### src/rtl/slcr_pkg.sv
// constants and helpers shared by the slot and emitter configuration bank
package slcr_pkg;

	// ==========================================================
	// register map (indices; the byte address is four times the index)
	localparam int SLCR_ADDR_W = 12;
	localparam int SLCR_NUM_REGS = 4;
	localparam logic [7:0] SLCR_IDX_SLOT_SOURCE_SELECT = 8'h14;
	localparam logic [7:0] SLCR_IDX_LED3_DRIVE_CONTROL = 8'h22;
	localparam logic [7:0] SLCR_IDX_LED1_DRIVE_CONTROL = 8'h23;
	localparam logic [7:0] SLCR_IDX_FINE_CURRENT = 8'h25;

	// array slots of the register file
	localparam int SLCR_R_SLOT = 0;
	localparam int SLCR_R_LED3 = 1;
	localparam int SLCR_R_LED1 = 2;
	localparam int SLCR_R_FINE = 3;

	// ==========================================================
	// reset values
	localparam logic [15:0] SLCR_RST_SLOT_SOURCE_SELECT = 16'h0541;
	localparam logic [15:0] SLCR_RST_LED3_DRIVE_CONTROL = 16'h3000;
	localparam logic [15:0] SLCR_RST_LED1_DRIVE_CONTROL = 16'h3000;
	localparam logic [15:0] SLCR_RST_FINE_CURRENT = 16'h0000;

	localparam logic [7:0] SLCR_IDX_LIST [SLCR_NUM_REGS] = '{
		SLCR_IDX_SLOT_SOURCE_SELECT, SLCR_IDX_LED3_DRIVE_CONTROL,
		SLCR_IDX_LED1_DRIVE_CONTROL, SLCR_IDX_FINE_CURRENT};
	localparam logic [15:0] SLCR_RST_LIST [SLCR_NUM_REGS] = '{
		SLCR_RST_SLOT_SOURCE_SELECT, SLCR_RST_LED3_DRIVE_CONTROL,
		SLCR_RST_LED1_DRIVE_CONTROL, SLCR_RST_FINE_CURRENT};

	// ==========================================================
	// field positions
	localparam int SLCR_SLOT_A_CHOICE_LSB = 0;
	localparam int SLCR_SLOT_B_CHOICE_LSB = 2;
	localparam int SLCR_SLOT_A_ROUTE_LSB = 4;
	localparam int SLCR_SLOT_B_ROUTE_LSB = 8;
	localparam int SLCR_SCALE_BIT = 13;
	localparam int SLCR_EDGE_RATE_LSB = 4;
	localparam int SLCR_COARSE_LSB = 0;
	localparam int SLCR_FINE3_LSB = 11;
	localparam int SLCR_FINE1_LSB = 0;

	// ==========================================================
	// emitter choice codes
	typedef enum logic [1:0]
	{
		SLCR_CHOICE_DETECTOR = 2'h0,
		SLCR_CHOICE_DRIVER_ONE = 2'h1,
		SLCR_CHOICE_DRIVER_TWO = 2'h2,
		SLCR_CHOICE_DRIVER_THREE = 2'h3
	} slcr_choice_t;

	function automatic logic [SLCR_ADDR_W-1:0] slcr_byte_addr(input logic [7:0] idx);
		slcr_byte_addr = {2'h0, idx, 2'h0};
	endfunction

endpackage

### src/rtl/slcr_drv_if.sv
// carrier between the register bank and an emitter control unpacker
`timescale 1ns/1ps
`default_nettype none
interface slcr_drv_if;
	logic [15:0] ctrl_word;
	logic [4:0] fine;
	logic scale;
	logic low_power;
	logic [2:0] edge_rate;
	logic [3:0] coarse;

	modport bank
	(
		output ctrl_word,
		output fine,
		input scale,
		input low_power,
		input edge_rate,
		input coarse
	);

	modport unpack
	(
		input ctrl_word,
		input fine,
		output scale,
		output low_power,
		output edge_rate,
		output coarse
	);
endinterface
`default_nettype wire

### src/rtl/slcr_bank.sv
// slot source selection and emitter drive register bank with apb slave
`timescale 1ns/1ps
`default_nettype none
module slcr_bank
	import slcr_pkg::*;
(
	input wire logic pclk,
	input wire logic presetn,
	input wire logic psel,
	input wire logic penable,
	input wire logic pwrite,
	input wire logic [SLCR_ADDR_W-1:0] paddr,
	input wire logic [31:0] pwdata,
	input wire logic [3:0] pstrb,
	output logic [31:0] prdata,
	output logic pready,
	output logic pslverr,
	input wire logic slot_a_active,
	input wire logic slot_b_active,
	output logic emitter_driver_one_en,
	output logic emitter_driver_two_en,
	output logic emitter_driver_three_en,
	output logic detector_pulse_connect,
	output logic [3:0] detector_input_route,
	output logic emitter3_strength_scale,
	output logic emitter3_low_power,
	output logic [2:0] emitter3_edge_rate,
	output logic [3:0] emitter3_coarse_current,
	output logic [4:0] emitter3_fine_trim,
	output logic emitter1_strength_scale,
	output logic emitter1_low_power,
	output logic [2:0] emitter1_edge_rate,
	output logic [3:0] emitter1_coarse_current,
	output logic [4:0] emitter1_fine_trim
);
	// ==========================================================
	// bus decode
	logic setup_phase;
	logic access_phase;
	logic [SLCR_NUM_REGS-1:0] hit;
	logic hit_any;
	logic [15:0] regs_reg [SLCR_NUM_REGS];
	logic [15:0] rd_word;
	logic [31:0] prdata_reg;

	function automatic logic slcr_reg_hit(input logic [SLCR_ADDR_W-1:0] addr,
		input logic [7:0] idx);
		slcr_reg_hit = (addr == slcr_byte_addr(idx));
	endfunction

	function automatic logic [15:0] slcr_merge(input logic [15:0] old,
		input logic [31:0] wdata, input logic [3:0] strb);
		logic [15:0] res;
		res = old;
		if (strb[0])
			res[7:0] = wdata[7:0];
		if (strb[1])
			res[15:8] = wdata[15:8];
		slcr_merge = res;
	endfunction

	assign setup_phase = psel & ~penable;
	assign access_phase = psel & penable;
	assign hit_any = |hit;
	// zero wait states: read data is captured in the setup cycle
	assign pready = 1'b1;
	assign pslverr = access_phase & ~hit_any;
	assign prdata = prdata_reg;

	// ==========================================================
	// register file
	genvar g;
	generate
		for (g = 0; g < SLCR_NUM_REGS; g++)
		begin : gen_reg
			assign hit[g] = slcr_reg_hit(paddr, SLCR_IDX_LIST[g]);
			// store on write
			// reserved bits are stored too, so software sees what it wrote
			always_ff @(posedge pclk or negedge presetn)
			begin
				if (!presetn)
					regs_reg[g] <= SLCR_RST_LIST[g];
				else if (access_phase && pwrite && hit[g])
					regs_reg[g] <= slcr_merge(regs_reg[g], pwdata, pstrb);
			end
		end
	endgenerate

	always_comb
	begin
		rd_word = 16'h0000;
		for (int i = 0; i < SLCR_NUM_REGS; i++)
		begin
			if (hit[i])
				rd_word = regs_reg[i];
		end
	end

	always_ff @(posedge pclk or negedge presetn)
	begin
		if (!presetn)
			prdata_reg <= 32'h00000000;
		else if (setup_phase && !pwrite)
			prdata_reg <= {16'h0000, rd_word};
	end

	// ==========================================================
	// slot fields
	logic [1:0] slot_a_emitter_choice;
	logic [1:0] slot_b_emitter_choice;
	logic [3:0] slot_a_detector_route;
	logic [3:0] slot_b_detector_route;
	logic [2:0] a_onehot;
	logic [2:0] b_onehot;
	logic a_detector;
	logic b_detector;

	assign slot_a_emitter_choice = regs_reg[SLCR_R_SLOT][SLCR_SLOT_A_CHOICE_LSB +: 2];
	assign slot_b_emitter_choice = regs_reg[SLCR_R_SLOT][SLCR_SLOT_B_CHOICE_LSB +: 2];
	assign slot_a_detector_route = regs_reg[SLCR_R_SLOT][SLCR_SLOT_A_ROUTE_LSB +: 4];
	assign slot_b_detector_route = regs_reg[SLCR_R_SLOT][SLCR_SLOT_B_ROUTE_LSB +: 4];

	slcr_slot_decode u_slot_a
	(
		.active(slot_a_active),
		.choice(slot_a_emitter_choice),
		.emit_onehot(a_onehot),
		.detector_connect(a_detector)
	);

	slcr_slot_decode u_slot_b
	(
		.active(slot_b_active),
		.choice(slot_b_emitter_choice),
		.emit_onehot(b_onehot),
		.detector_connect(b_detector)
	);

	// driver strobes
	// overlapping slots simply merge; slot timing keeps them apart
	always_ff @(posedge pclk or negedge presetn)
	begin
		if (!presetn)
		begin
			emitter_driver_one_en <= 1'b0;
			emitter_driver_two_en <= 1'b0;
			emitter_driver_three_en <= 1'b0;
			detector_pulse_connect <= 1'b0;
		end
		else
		begin
			emitter_driver_one_en <= a_onehot[0] | b_onehot[0];
			emitter_driver_two_en <= a_onehot[1] | b_onehot[1];
			emitter_driver_three_en <= a_onehot[2] | b_onehot[2];
			detector_pulse_connect <= a_detector | b_detector;
		end
	end

	// detector routing
	// slot a wins if both are flagged at once
	always_ff @(posedge pclk or negedge presetn)
	begin
		if (!presetn)
			detector_input_route <= 4'h0;
		else if (slot_a_active)
			detector_input_route <= slot_a_detector_route;
		else if (slot_b_active)
			detector_input_route <= slot_b_detector_route;
		else
			detector_input_route <= 4'h0;
	end

	// ==========================================================
	// emitter drive settings
	slcr_drv_if drv3 ();
	slcr_drv_if drv1 ();

	assign drv3.ctrl_word = regs_reg[SLCR_R_LED3];
	assign drv3.fine = regs_reg[SLCR_R_FINE][SLCR_FINE3_LSB +: 5];
	assign drv1.ctrl_word = regs_reg[SLCR_R_LED1];
	assign drv1.fine = regs_reg[SLCR_R_FINE][SLCR_FINE1_LSB +: 5];

	slcr_emitter_unpack u_emit3
	(
		.drv(drv3.unpack)
	);

	slcr_emitter_unpack u_emit1
	(
		.drv(drv1.unpack)
	);

	always_ff @(posedge pclk or negedge presetn)
	begin
		if (!presetn)
		begin
			emitter3_strength_scale <= SLCR_RST_LED3_DRIVE_CONTROL[SLCR_SCALE_BIT];
			emitter3_low_power <= ~SLCR_RST_LED3_DRIVE_CONTROL[SLCR_SCALE_BIT];
			emitter3_edge_rate <= SLCR_RST_LED3_DRIVE_CONTROL[SLCR_EDGE_RATE_LSB +: 3];
			emitter3_coarse_current <= SLCR_RST_LED3_DRIVE_CONTROL[SLCR_COARSE_LSB +: 4];
			emitter3_fine_trim <= SLCR_RST_FINE_CURRENT[SLCR_FINE3_LSB +: 5];
		end
		else
		begin
			emitter3_strength_scale <= drv3.scale;
			emitter3_low_power <= drv3.low_power;
			emitter3_edge_rate <= drv3.edge_rate;
			emitter3_coarse_current <= drv3.coarse;
			emitter3_fine_trim <= drv3.fine;
		end
	end

	always_ff @(posedge pclk or negedge presetn)
	begin
		if (!presetn)
		begin
			emitter1_strength_scale <= SLCR_RST_LED1_DRIVE_CONTROL[SLCR_SCALE_BIT];
			emitter1_low_power <= ~SLCR_RST_LED1_DRIVE_CONTROL[SLCR_SCALE_BIT];
			emitter1_edge_rate <= SLCR_RST_LED1_DRIVE_CONTROL[SLCR_EDGE_RATE_LSB +: 3];
			emitter1_coarse_current <= SLCR_RST_LED1_DRIVE_CONTROL[SLCR_COARSE_LSB +: 4];
			emitter1_fine_trim <= SLCR_RST_FINE_CURRENT[SLCR_FINE1_LSB +: 5];
		end
		else
		begin
			emitter1_strength_scale <= drv1.scale;
			emitter1_low_power <= drv1.low_power;
			emitter1_edge_rate <= drv1.edge_rate;
			emitter1_coarse_current <= drv1.coarse;
			emitter1_fine_trim <= drv1.fine;
		end
	end

	// ==========================================================
	// checks
	logic [3:0] strobes;

	// strobes side by side, detector connect on top
	assign strobes = {detector_pulse_connect, emitter_driver_three_en, emitter_driver_two_en,
		emitter_driver_one_en};
endmodule
`default_nettype wire

### src/rtl/slcr_emitter_unpack.sv
// splits one emitter control word into its drive settings
`timescale 1ns/1ps
`default_nettype none
module slcr_emitter_unpack
	import slcr_pkg::*;
(
	slcr_drv_if.unpack drv
);
	assign drv.scale = drv.ctrl_word[SLCR_SCALE_BIT];
	// scale low means ten percent drive and low power
	assign drv.low_power = ~drv.ctrl_word[SLCR_SCALE_BIT];
	assign drv.edge_rate = drv.ctrl_word[SLCR_EDGE_RATE_LSB +: 3];
	assign drv.coarse = drv.ctrl_word[SLCR_COARSE_LSB +: 4];
endmodule
`default_nettype wire

### src/rtl/slcr_slot_decode.sv
// turns a slot emitter choice into driver strobes or detector connect
`timescale 1ns/1ps
`default_nettype none
module slcr_slot_decode
	import slcr_pkg::*;
(
	input wire logic active,
	input wire logic [1:0] choice,
	output logic [2:0] emit_onehot,
	output logic detector_connect
);
	always_comb
	begin
		emit_onehot = 3'h0;
		detector_connect = 1'b0;
		if (active)
		begin
			case (slcr_choice_t'(choice))
				SLCR_CHOICE_DRIVER_ONE: emit_onehot = 3'h1;
				SLCR_CHOICE_DRIVER_TWO: emit_onehot = 3'h2;
				SLCR_CHOICE_DRIVER_THREE: emit_onehot = 3'h4;
				default: detector_connect = 1'b1;
			endcase
		end
	end
endmodule
`default_nettype wire

### config.mk
export PLATFORM = sky130hd
export DESIGN_NAME = slcr_bank
export DESIGN_NICKNAME = d
export VERILOG_FILES = /design/src/rtl/slcr_pkg.sv /design/src/rtl/slcr_drv_if.sv /design/src/rtl/slcr_bank.sv /design/src/rtl/slcr_emitter_unpack.sv /design/src/rtl/slcr_slot_decode.sv
export SDC_FILE = /design/constraint.sdc
export NUM_CORES = 1
export LEC_CHECK = 0
export BUFFER_PORTS_ARGS = -buffer_cell sky130_fd_sc_hd__buf_2
export CAP_MARGIN = 0
export CORE_UTILIZATION = 50
export DETAILED_ROUTE_END_ITERATION = 8
export PLACE_DENSITY = 0.73
export SKIP_CTS_REPAIR_TIMING = 1
export SLEW_MARGIN = 10
export SYNTH_ARGS = -nofsm -noshare
export SYNTH_HDL_FRONTEND = slang
export SYNTH_HIERARCHICAL = 1
export SYNTH_SLANG_ARGS = --single-unit
### constraint.sdc
create_clock -name pclk -period 1.4 [get_ports pclk]
set_clock_uncertainty 0.2 [all_clocks]
set_input_delay 0.07 -clock pclk [delete_from_list [all_inputs] [get_ports pclk]]
set_output_delay 0.07 -clock pclk [all_outputs]
set_load 0.03 [all_outputs]
==> impl_metrics.py, run 1 <==
metrics = {
    "critical_path": {
        "crit_chain": "buf_8, nor4b_4, buf_4, buf_6, nand2_8, a21oi_4, nor3_2, buf_4",
        "required_ns": 1.13,
        "path_delay_family": "buffers and inverters",
        "cpMostUsedCell": "buf_4",
        "cp.arrival_ns": 1.18,
        "cp_slowest_cell": "nor4b_4",
        "path_buf_inv": 4,
        "worstSetupEndpointType": "output pin",
        "critPathMaxStageDelay_ns": 0.29,
        "cp-start-kind": "input pin",
        "path_class": "in -> out",
        "crit_fanout": 5,
    },
    "sta": {
        "min_period_ns": 1.45,
        "hold_violations": 0,
        "rsz0062_at_grt": "true",
        "max_freq_mhz": 687,
        "slew_viol_final": 0,
        "setup_ws_ns": -0.0550,
        "setup_violations": 3,
        "finalCritPeriodShare": 1.04,
    },
    "place": {
        "place_ws_ns": -0.406,
        "hpwlAfterDp_um": 7660,
        "portBuffers": 89,
        "place_congestion": 0.784,
    },
    "die": {
        "core_um2": 9820,
        "floorplan.initialDensity": 0.517,
        "io_pins": 125,
        "die_h_um": 103,
        "die_w_um": 103,
        "die_area_um2": 10600,
        "num_rows": 36,
    },
    "synthesis": {
        "netlist_area_um2": 5080,
        "synthTopCellsByArea": "dfrtp_1 (52%), mux2_2 (14%), buf_4 (5.5%), dfstp_2 (5.2%), nand3_1 (3.2%)",
        "synth_top_cell_by_area": "dfrtp_1",
        "postSynth.topFlopCell": "dfrtp_1",
        "syn_avg_cell_area_um2": 12.7,
        "async_reset_ff_frac": 1.00,
        "ys_seq_area_frac": 0.574,
        "yosys_register_bits": 116,
        "synth_edf_count": 0,
        "ys_types": 40,
        "yosys_warnings": 6,
        "synth_top_area_frac": 0.522,
        "synthCells": 401,
    },
    "clock_tree": {
        "numCtsBuffers": 17,
        "cts-root-buf": "clkbuf_8",
        "cts-htree-levels": 4,
        "cts_buffer_depth": 2,
        "worst_setup_hold_path_clk_slew_ns": 0.05,
        "cts_tree": "done",
        "clock_sinks": 116,
        "clk_latency_ns": 0.52,
    },
    "drt": {
        "wl_um": 11900,
        "drt_iter0_drc": 261,
        "ant_nets": 0,
        "dr.pass1.iters": 4,
        "wl_per_cell_um": 17.3,
        "drc": 0,
        "via_count": 3658,
        "routed_via_density": 5.32,
    },
    "cells_and_area": {
        "drive_gt1_frac": 0.480,
        "final_cell_mix": "dfrtp_1 (106), buf_2 (80), mux2_2 (50)",
        "num_antenna_cells": 0,
        "nNetsFinal": 596,
        "layout_commonest_cell": "dfrtp_1",
        "fill_cells": 703,
        "largest_register_ffs": 22,
        "area_growth_pct": 32.9,
        "fin_util": 0.687,
    },
    "grt": {
        "grt_pass1_wl_um": 17900,
        "grt_max_degree": 45,
        "grtUsageTotal": 0.234,
        "met1_usage": 0.306,
        "grt_use_met2": 0.352,
        "met3_usage": 0.0895,
        "grt_pass1_vias": 3467,
        "grt_overflow": 0,
        "grt_busiest_layer": "met2",
        "antenna_found_initial": 0,
    },
    "pwr": {
        "p_leak_nw": 3.27,
        "p_per_area_nw_per_um2": 1210,
        "vdd_ir_drop_max_mv": 0.637,
    },
    "status": {
        "violations": "setup timing",
        "outcome": "complete, but fails checks",
    },
    "flow_run": {
        "drv_cap": 0,
    },
    "min_path": {
        "hold_path_class": "in -> reg",
    },
}
==> layer usage <==
metal,part of all wire,vias to the layer above
met1,0.43,1793
met2,0.47,177
li1,-,1663
met3,0.070,25
met4,0.028,0
met5,0,-
==> area by class of cell <==
cell class | count | area (um2) | share of cell area
Tap cell | 133 | 166 | 0.0247
Clock buffer | 22 | 463 | 0.0686
Timing Repair Buffer | 156 | 1160 | 0.172
Inverter | 2 | 7.51 | 0.00111
Sequential cell | 116 | 2920 | 0.432
Clock inverter | 10 | 82.6 | 0.0122
Multi-Input combinational cell | 248 | 1950 | 0.289
==> synthesized netlist by cell type (3+ instances only) <==
| cell | count |
|---|---|
| dfrtp_1 | 106 |
| nor2_2 | 3 |
| a21o_1 | 16 |
| and3b_1 | 4 |
| clkbuf_1 | 5 |
| o22ai_1 | 16 |
| o21ai_0 | 5 |
| buf_2 | 4 |
| nand2_1 | 27 |
| buf_4 | 37 |
| dfstp_2 | 10 |
| a31oi_1 | 16 |
| or2_2 | 4 |
| mux2_2 | 63 |
| nor3_4 | 4 |
| nand2b_1 | 16 |
| nand3_1 | 32 |
==> power by group <==
part           total (mW)  internal, mW  switching (mW)
registers            3.49          3.43          0.0509
clock network        3.91          2.47            1.44
logic               0.784         0.284           0.500
total                8.18          6.19            1.99
==> worst register-to-register path, delay by kind of cell (launching register included) <==
kind          cells  cell delay [ns]
simple gates      2             0.40
flops             1             0.60
==> path summary, 6_finish.rpt <==
check / from / endpoint / slack, ns / depth (start not counted)
max: paddr[6] / pslverr / -0.05 / 8
min: pwrite / prdata[13] / 0.05 / 6
min reg2reg: drv3.ctrl_word[13] / emitter3_strength_scale / 0.18 / 0
max in group asynchronous: presetn / emitter3_strength_scale / 0.09 / 4
max reg2reg: regs_reg[48] / emitter_driver_two_en / 0.07 / 2
min in group asynchronous: presetn / emitter1_coarse_current[0] / 0.31 / 3
==> metrics by stage <==
step,power [mW],hold slack [ns],cells,cell area [um2],setup TNS (ns)
global placement,4.23,-0.236,629,5820,-26.83
floorplan,3.95,-0.426,416,5160,-15.67
CTS,8.13,-0.773,661,6360,-0.531
finish,8.18,0.0473,687,6750,-0.126
global route,8.44,0.0582,687,6750,-0.892
detailed placement,4.24,-0.224,629,5820,-29.32
==> kinds of logic (layout without fill, tap and decap cells) <==
kind of cell           count (synthesis)  count (layout)  synth area share
DFF                                  116             116             0.574
and+or+nand+nor                      113             113             0.144
muxes                                 64              64             0.142
AOI/OAI and AO/OA                     54              54            0.0690
other                                  2              17           0.00148
buffers and inverters                 52             190            0.0700
Note: power is estimated with default switching activity, not from simulation.
==> run 2: changes to the inputs <==
--- a/config.mk
+++ b/config.mk
@@ -16,3 +16,4 @@
 export SYNTH_HDL_FRONTEND = slang
 export SYNTH_HIERARCHICAL = 1
 export SYNTH_SLANG_ARGS = --single-unit
+export TNS_END_PERCENT = 20
==> constraint.sdc (replaced) <==
create_clock -name pclk -period 1.4 [get_ports pclk]
set_clock_uncertainty 0.2 [all_clocks]
set_input_delay 0.14 -clock pclk [delete_from_list [all_inputs] [get_ports pclk]]
set_output_delay 0.14 -clock pclk [all_outputs]
set_load 0.03 [all_outputs]
==> run 2 against run 1 <==
Net effect:
- the run ends with hold timing, setup timing left
- combinational power is 2% higher
- sequential power hardly changed
- design area is 0.96% lower
- flip-flop and latch count stayed put
- sequential share of layout area is 0.42 points higher
- critical path type unchanged
- clock power is 12% higher
- critical path depth stayed put
==> impl_metrics.py, run 2 (synthesized netlist as in run 1, its figures left out) <==
metrics = {
    "pwr": {
        "p_per_area_nw_per_um2": 1290,
        "p_leak_nw": 3.24,
        "vdd_ir_drop_max_mv": 0.693,
    },
    "sta": {
        "rsz0062_at_grt": "true",
        "min_period_ns": 1.57,
        "finalCritPeriodShare": 1.12,
        "slew_viol_final": 0,
        "setup_violations": 22,
        "setup_tns_ns": -0.679,
        "setup_ws_ns": -0.169,
        "max_freq_mhz": 637,
        "hold_violations": 15,
        "hold_ws_ns": -0.0184,
    },
    "cells_and_area": {
        "area_growth_pct": 31.6,
        "nNetsFinal": 590,
        "largest_register_ffs": 22,
        "num_antenna_cells": 0,
        "fin_util": 0.681,
        "layout_commonest_cell": "dfrtp_1",
        "fill_cells": 706,
        "drive_gt1_frac": 0.471,
        "final_cell_area_um2": 6680,
        "final_cell_mix": "dfrtp_1 (106), buf_2 (75), mux2_2 (63)",
    },
    "flow_run": {
        "drv_cap": 0,
    },
    "drt": {
        "via_count": 3695,
        "drt_iter0_drc": 225,
        "wl_um": 11800,
        "wl_per_cell_um": 17.4,
        "ant_nets": 0,
        "routed_via_density": 5.43,
        "dr.pass1.iters": 6,
        "drc": 0,
    },
    "critical_path": {
        "cp.arrival_ns": 1.23,
        "required_ns": 1.06,
        "cp-start-kind": "input pin",
        "reg2reg_depth": 2,
        "crit_fanout": 3,
        "path_class": "in -> out",
        "worstSetupEndpointType": "output pin",
    },
    "grt": {
        "antenna_found_initial": 0,
        "grt_max_degree": 75,
        "grt_pass1_vias": 3574,
        "grt_overflow": 0,
        "grtUsageTotal": 0.235,
        "grt_pass1_wl_um": 18000,
    },
    "clock_tree": {
        "cts_buffer_depth": 2,
        "numCtsBuffers": 17,
        "clock_sinks": 116,
        "cts_tree": "done",
        "cts-root-buf": "clkbuf_8",
        "clk_latency_ns": 0.52,
        "worst_setup_hold_path_clk_slew_ns": 0.05,
        "cts-htree-levels": 4,
    },
    "die": {
        "floorplan.initialDensity": 0.517,
        "num_rows": 36,
        "io_pins": 125,
        "die_area_um2": 10600,
        "die_h_um": 103,
        "core_um2": 9820,
        "die_w_um": 103,
    },
    "status": {
        "violations": "hold timing, setup timing",
        "outcome": "complete, but fails checks",
    },
    "min_path": {
        "hold_path_class": "in -> async",
    },
    "place": {
        "place_congestion": 0.785,
        "hpwlAfterDp_um": 7600,
        "postPlaceCellArea_um2": 5770,
        "portBuffers": 89,
        "place_ws_ns": -0.516,
    },
}
-- run 2: cell count changes in the layout (fill, tap and decap cells not counted), sizes merged --
cell | before | now
buf | 136 | 129
bufinv | 1 | 4
clkinv | 6 | 4
clkinvlp | 3 | 2
dlygate4sd3 | 20 | 21
-- run 2: through the flow --
stage | instances | power (mW)
floorplan | 416 | 3.94
global placement | 627 | 4.22
detailed placement | 627 | 4.23
CTS | 659 | 8.59
global route | 681 | 8.92
finish | 681 | 8.65
-- run 2: final timing paths --
kind	start	end	slack, ns
max	paddr[6]	pslverr	-0.17
min	presetn	drv1.ctrl_word[1]	-0.02
max reg2reg	regs_reg[48]	emitter_driver_two_en	0.04
min reg2reg	drv3.fine[3]	emitter3_fine_trim[3]	0.19
max in group asynchronous	presetn	drv1.ctrl_word[13]	0.17
min in group pclk	pwrite	prdata[14]	0.05
-- run 2: area by class of cell --
type,instances,area [um2],share of cell area
Timing Repair Buffer,150,1110,0.166
Inverter,2,7.51,0.00112
Clock buffer,22,443,0.0663
Clock inverter,10,155,0.0232
Sequential cell,116,2920,0.436
Multi-Input combinational cell,248,1890,0.282
Tap cell,133,166,0.0249
-- run 2: metal layers --
layer  vias to the layer above  share of wire  global-route usage
li1                       1649              -                   -
met1                      1868           0.43               0.319
met2                       160           0.48               0.352
met3                        18          0.068              0.0576
met4                         0          0.016               0.121
met5                         -              0                   0
-- run 2: critical path, stage by stage --
cell     delay (ns)
buf_8          0.10
nor4b_4        0.30
buf_4          0.20
buf_6          0.11
o21ai_2        0.05
nor2_2         0.12
nor3_2         0.05
buf_4          0.16
-- run 2: where the power goes --
| part | internal [mW] | total [mW] | switching [mW] |
|---|---|---|---|
| clock network | 2.92 | 4.36 | 1.44 |
| registers | 3.43 | 3.49 | 0.0580 |
| logic | 0.303 | 0.803 | 0.500 |
==> run 3: changes to the inputs <==
--- a/config.mk
+++ b/config.mk
@@ -9,7 +9,7 @@
 export CAP_MARGIN = 0
 export CORE_UTILIZATION = 50
 export DETAILED_ROUTE_END_ITERATION = 8
-export PLACE_DENSITY = 0.73
+export PLACE_DENSITY = 0.76
 export SKIP_CTS_REPAIR_TIMING = 1
 export SLEW_MARGIN = 10
 export SYNTH_ARGS = -nofsm -noshare
==> run 3 against run 2 <==
Net effect:
- the run ends with setup timing left
- highest routed layer unchanged
- die area unchanged
- flip-flop and latch count unchanged
- register-to-register slack better by 0.02 ns
- cell count up 1.9%
- sequential share of layout area down 1.7 points
- clock power up 4%
- power up 3.0%
- sequential power about the same
- clock-buffer cell count down 1
- setup slack worse by 0.049 ns
- non-clock buffer count up 13
- largest cell class unchanged
- largest power group unchanged
==> impl_metrics.py, run 3 (synthesized netlist as in run 1, its figures left out) <==
metrics = {
    "drt": {
        "drc": 0,
        "dr.pass1.iters": 5,
        "via_count": 3845,
        "ant_nets": 0,
        "routed_via_density": 5.54,
        "drt_iter0_drc": 253,
        "wl_per_cell_um": 18.8,
        "wl_um": 13100,
    },
    "die": {
        "num_rows": 36,
        "core_um2": 9820,
        "floorplan.initialDensity": 0.517,
        "die_w_um": 103,
        "die_h_um": 103,
        "io_pins": 125,
        "die_area_um2": 10600,
    },
    "critical_path": {
        "cp.arrival_ns": 1.82,
        "r2r_slack_ns": 0.06,
        "reg2reg_depth": 2,
        "path_class": "in -> reg",
        "worstSetupEndpointType": "flip-flop",
        "cp-start-kind": "input pin",
        "crit_fanout": 5,
        "required_ns": 1.60,
        "r2r-start": "regs_reg[48]",
        "rr_endpoint": "emitter_driver_two_en",
    },
    "clock_tree": {
        "worst_setup_hold_path_clk_slew_ns": 0.06,
        "cts-root-buf": "clkbuf_8",
        "cts-htree-levels": 4,
        "cts_buffer_depth": 2,
        "cts_tree": "done",
        "numCtsBuffers": 17,
        "clock_sinks": 116,
        "clk_latency_ns": 0.52,
    },
    "cells_and_area": {
        "final_cell_mix": "dfrtp_1 (106), buf_2 (70), mux2_2 (51)",
        "area_growth_pct": 36.9,
        "num_antenna_cells": 0,
        "largest_register_ffs": 22,
        "layout_commonest_cell": "dfrtp_1",
        "drive_gt1_frac": 0.483,
        "nNetsFinal": 603,
    },
    "place": {
        "portBuffers": 89,
        "hpwlAfterDp_um": 7710,
        "place_congestion": 0.862,
    },
    "grt": {
        "grtUsageTotal": 0.241,
        "antenna_found_initial": 0,
        "grt_pass1_wl_um": 18500,
        "grt_max_degree": 53,
        "grt_overflow": 0,
        "grt_pass1_vias": 3560,
    },
    "sta": {
        "min_period_ns": 1.62,
        "max_freq_mhz": 618,
        "finalCritPeriodShare": 1.16,
        "setup_tns_ns": -3.65,
        "hold_ws_ns": 0.00394,
        "setup_violations": 61,
        "slew_viol_final": 0,
        "setup_ws_ns": -0.218,
        "rsz0062_at_grt": "true",
        "hold_violations": 0,
    },
    "pwr": {
        "p_leak_nw": 3.35,
        "vdd_ir_drop_max_mv": 0.625,
        "p_per_area_nw_per_um2": 1280,
    },
    "status": {
        "outcome": "complete, but fails checks",
        "violations": "setup timing",
    },
    "min_path": {
        "hold_path_class": "in -> async",
    },
    "flow_run": {
        "drv_cap": 0,
    },
}
==> run 3: cell types whose count changed in the layout (fill, tap and decap cells not counted), moves of 4 or more <==
| cell | delta |
|---|---|
| buf_4 | +5 |
| buf_12 | +4 |
| buf_2 | -5 |
| mux2_4 | +12 |
| mux2_2 | -12 |
| buf_6 | +10 |
==> run 3: final cells by class <==
class / count / area (um2)
Fill cell: 642 / 2860
Timing Repair Buffer: 163 / 1300
Tap cell: 133 / 166
Clock inverter: 11 / 183
Multi-Input combinational cell: 248 / 1960
Inverter: 2 / 7.51
Sequential cell: 116 / 2920
Clock buffer: 21 / 429
==> run 3: how the worst max path moves through the flow <==
stage	start	end	slack (ns)	depth (start not counted)
global route	paddr[8]	pslverr	-0.25	6
floorplan	paddr[7]	regs_reg[49]	-0.31	5
detailed placement	paddr[1]	drv1.fine[3]	-0.50	7
global placement	paddr[9]	drv1.ctrl_word[6]	-0.48	6
finish	paddr[6]	drv1.ctrl_word[2]	-0.22	9
CTS	paddr[1]	pslverr	-0.50	8
==> run 3: power by group <==
| group | leakage [nW] | internal (mW) | total, mW | switching [mW] |
|---|---|---|---|---|
| registers | 1.54 | 3.43 | 3.49 | 0.0590 |
| logic | 1.51 | 0.371 | 0.903 | 0.532 |
| clock network | 0.299 | 3.05 | 4.52 | 1.47 |
==> run 3: critical path, stage by stage <==
cell,delay (ns)
buf_6,0.10
nor4b_4,0.30
buf_6,0.16
buf_6,0.11
nand2_8,0.07
buf_4,0.15
nor3_4,0.22
buf_4,0.21
mux2_2,0.36
==> run 3: routing by layer <==
metal  up-vias  wire (um)  global-route usage
li1       1677          -                   -
met1      1908       5300               0.309
met2       219       6470               0.380
met3        41        928              0.0800
met4         0        365              0.0932
met5         -          0                   0
==> run 3: metrics by stage <==
step                setup WS [ns]   util  area, um2  std cells  total power [mW]
floorplan                  -0.312      -       5140        416              3.94
global placement           -0.476  0.592       5820        628              4.23
detailed placement         -0.504  0.592       5820        628              4.24
CTS                        -0.500  0.655       6430        660              8.72
global route               -0.252  0.708       6960        694              9.16
finish                     -0.218  0.708       6960        694              8.91
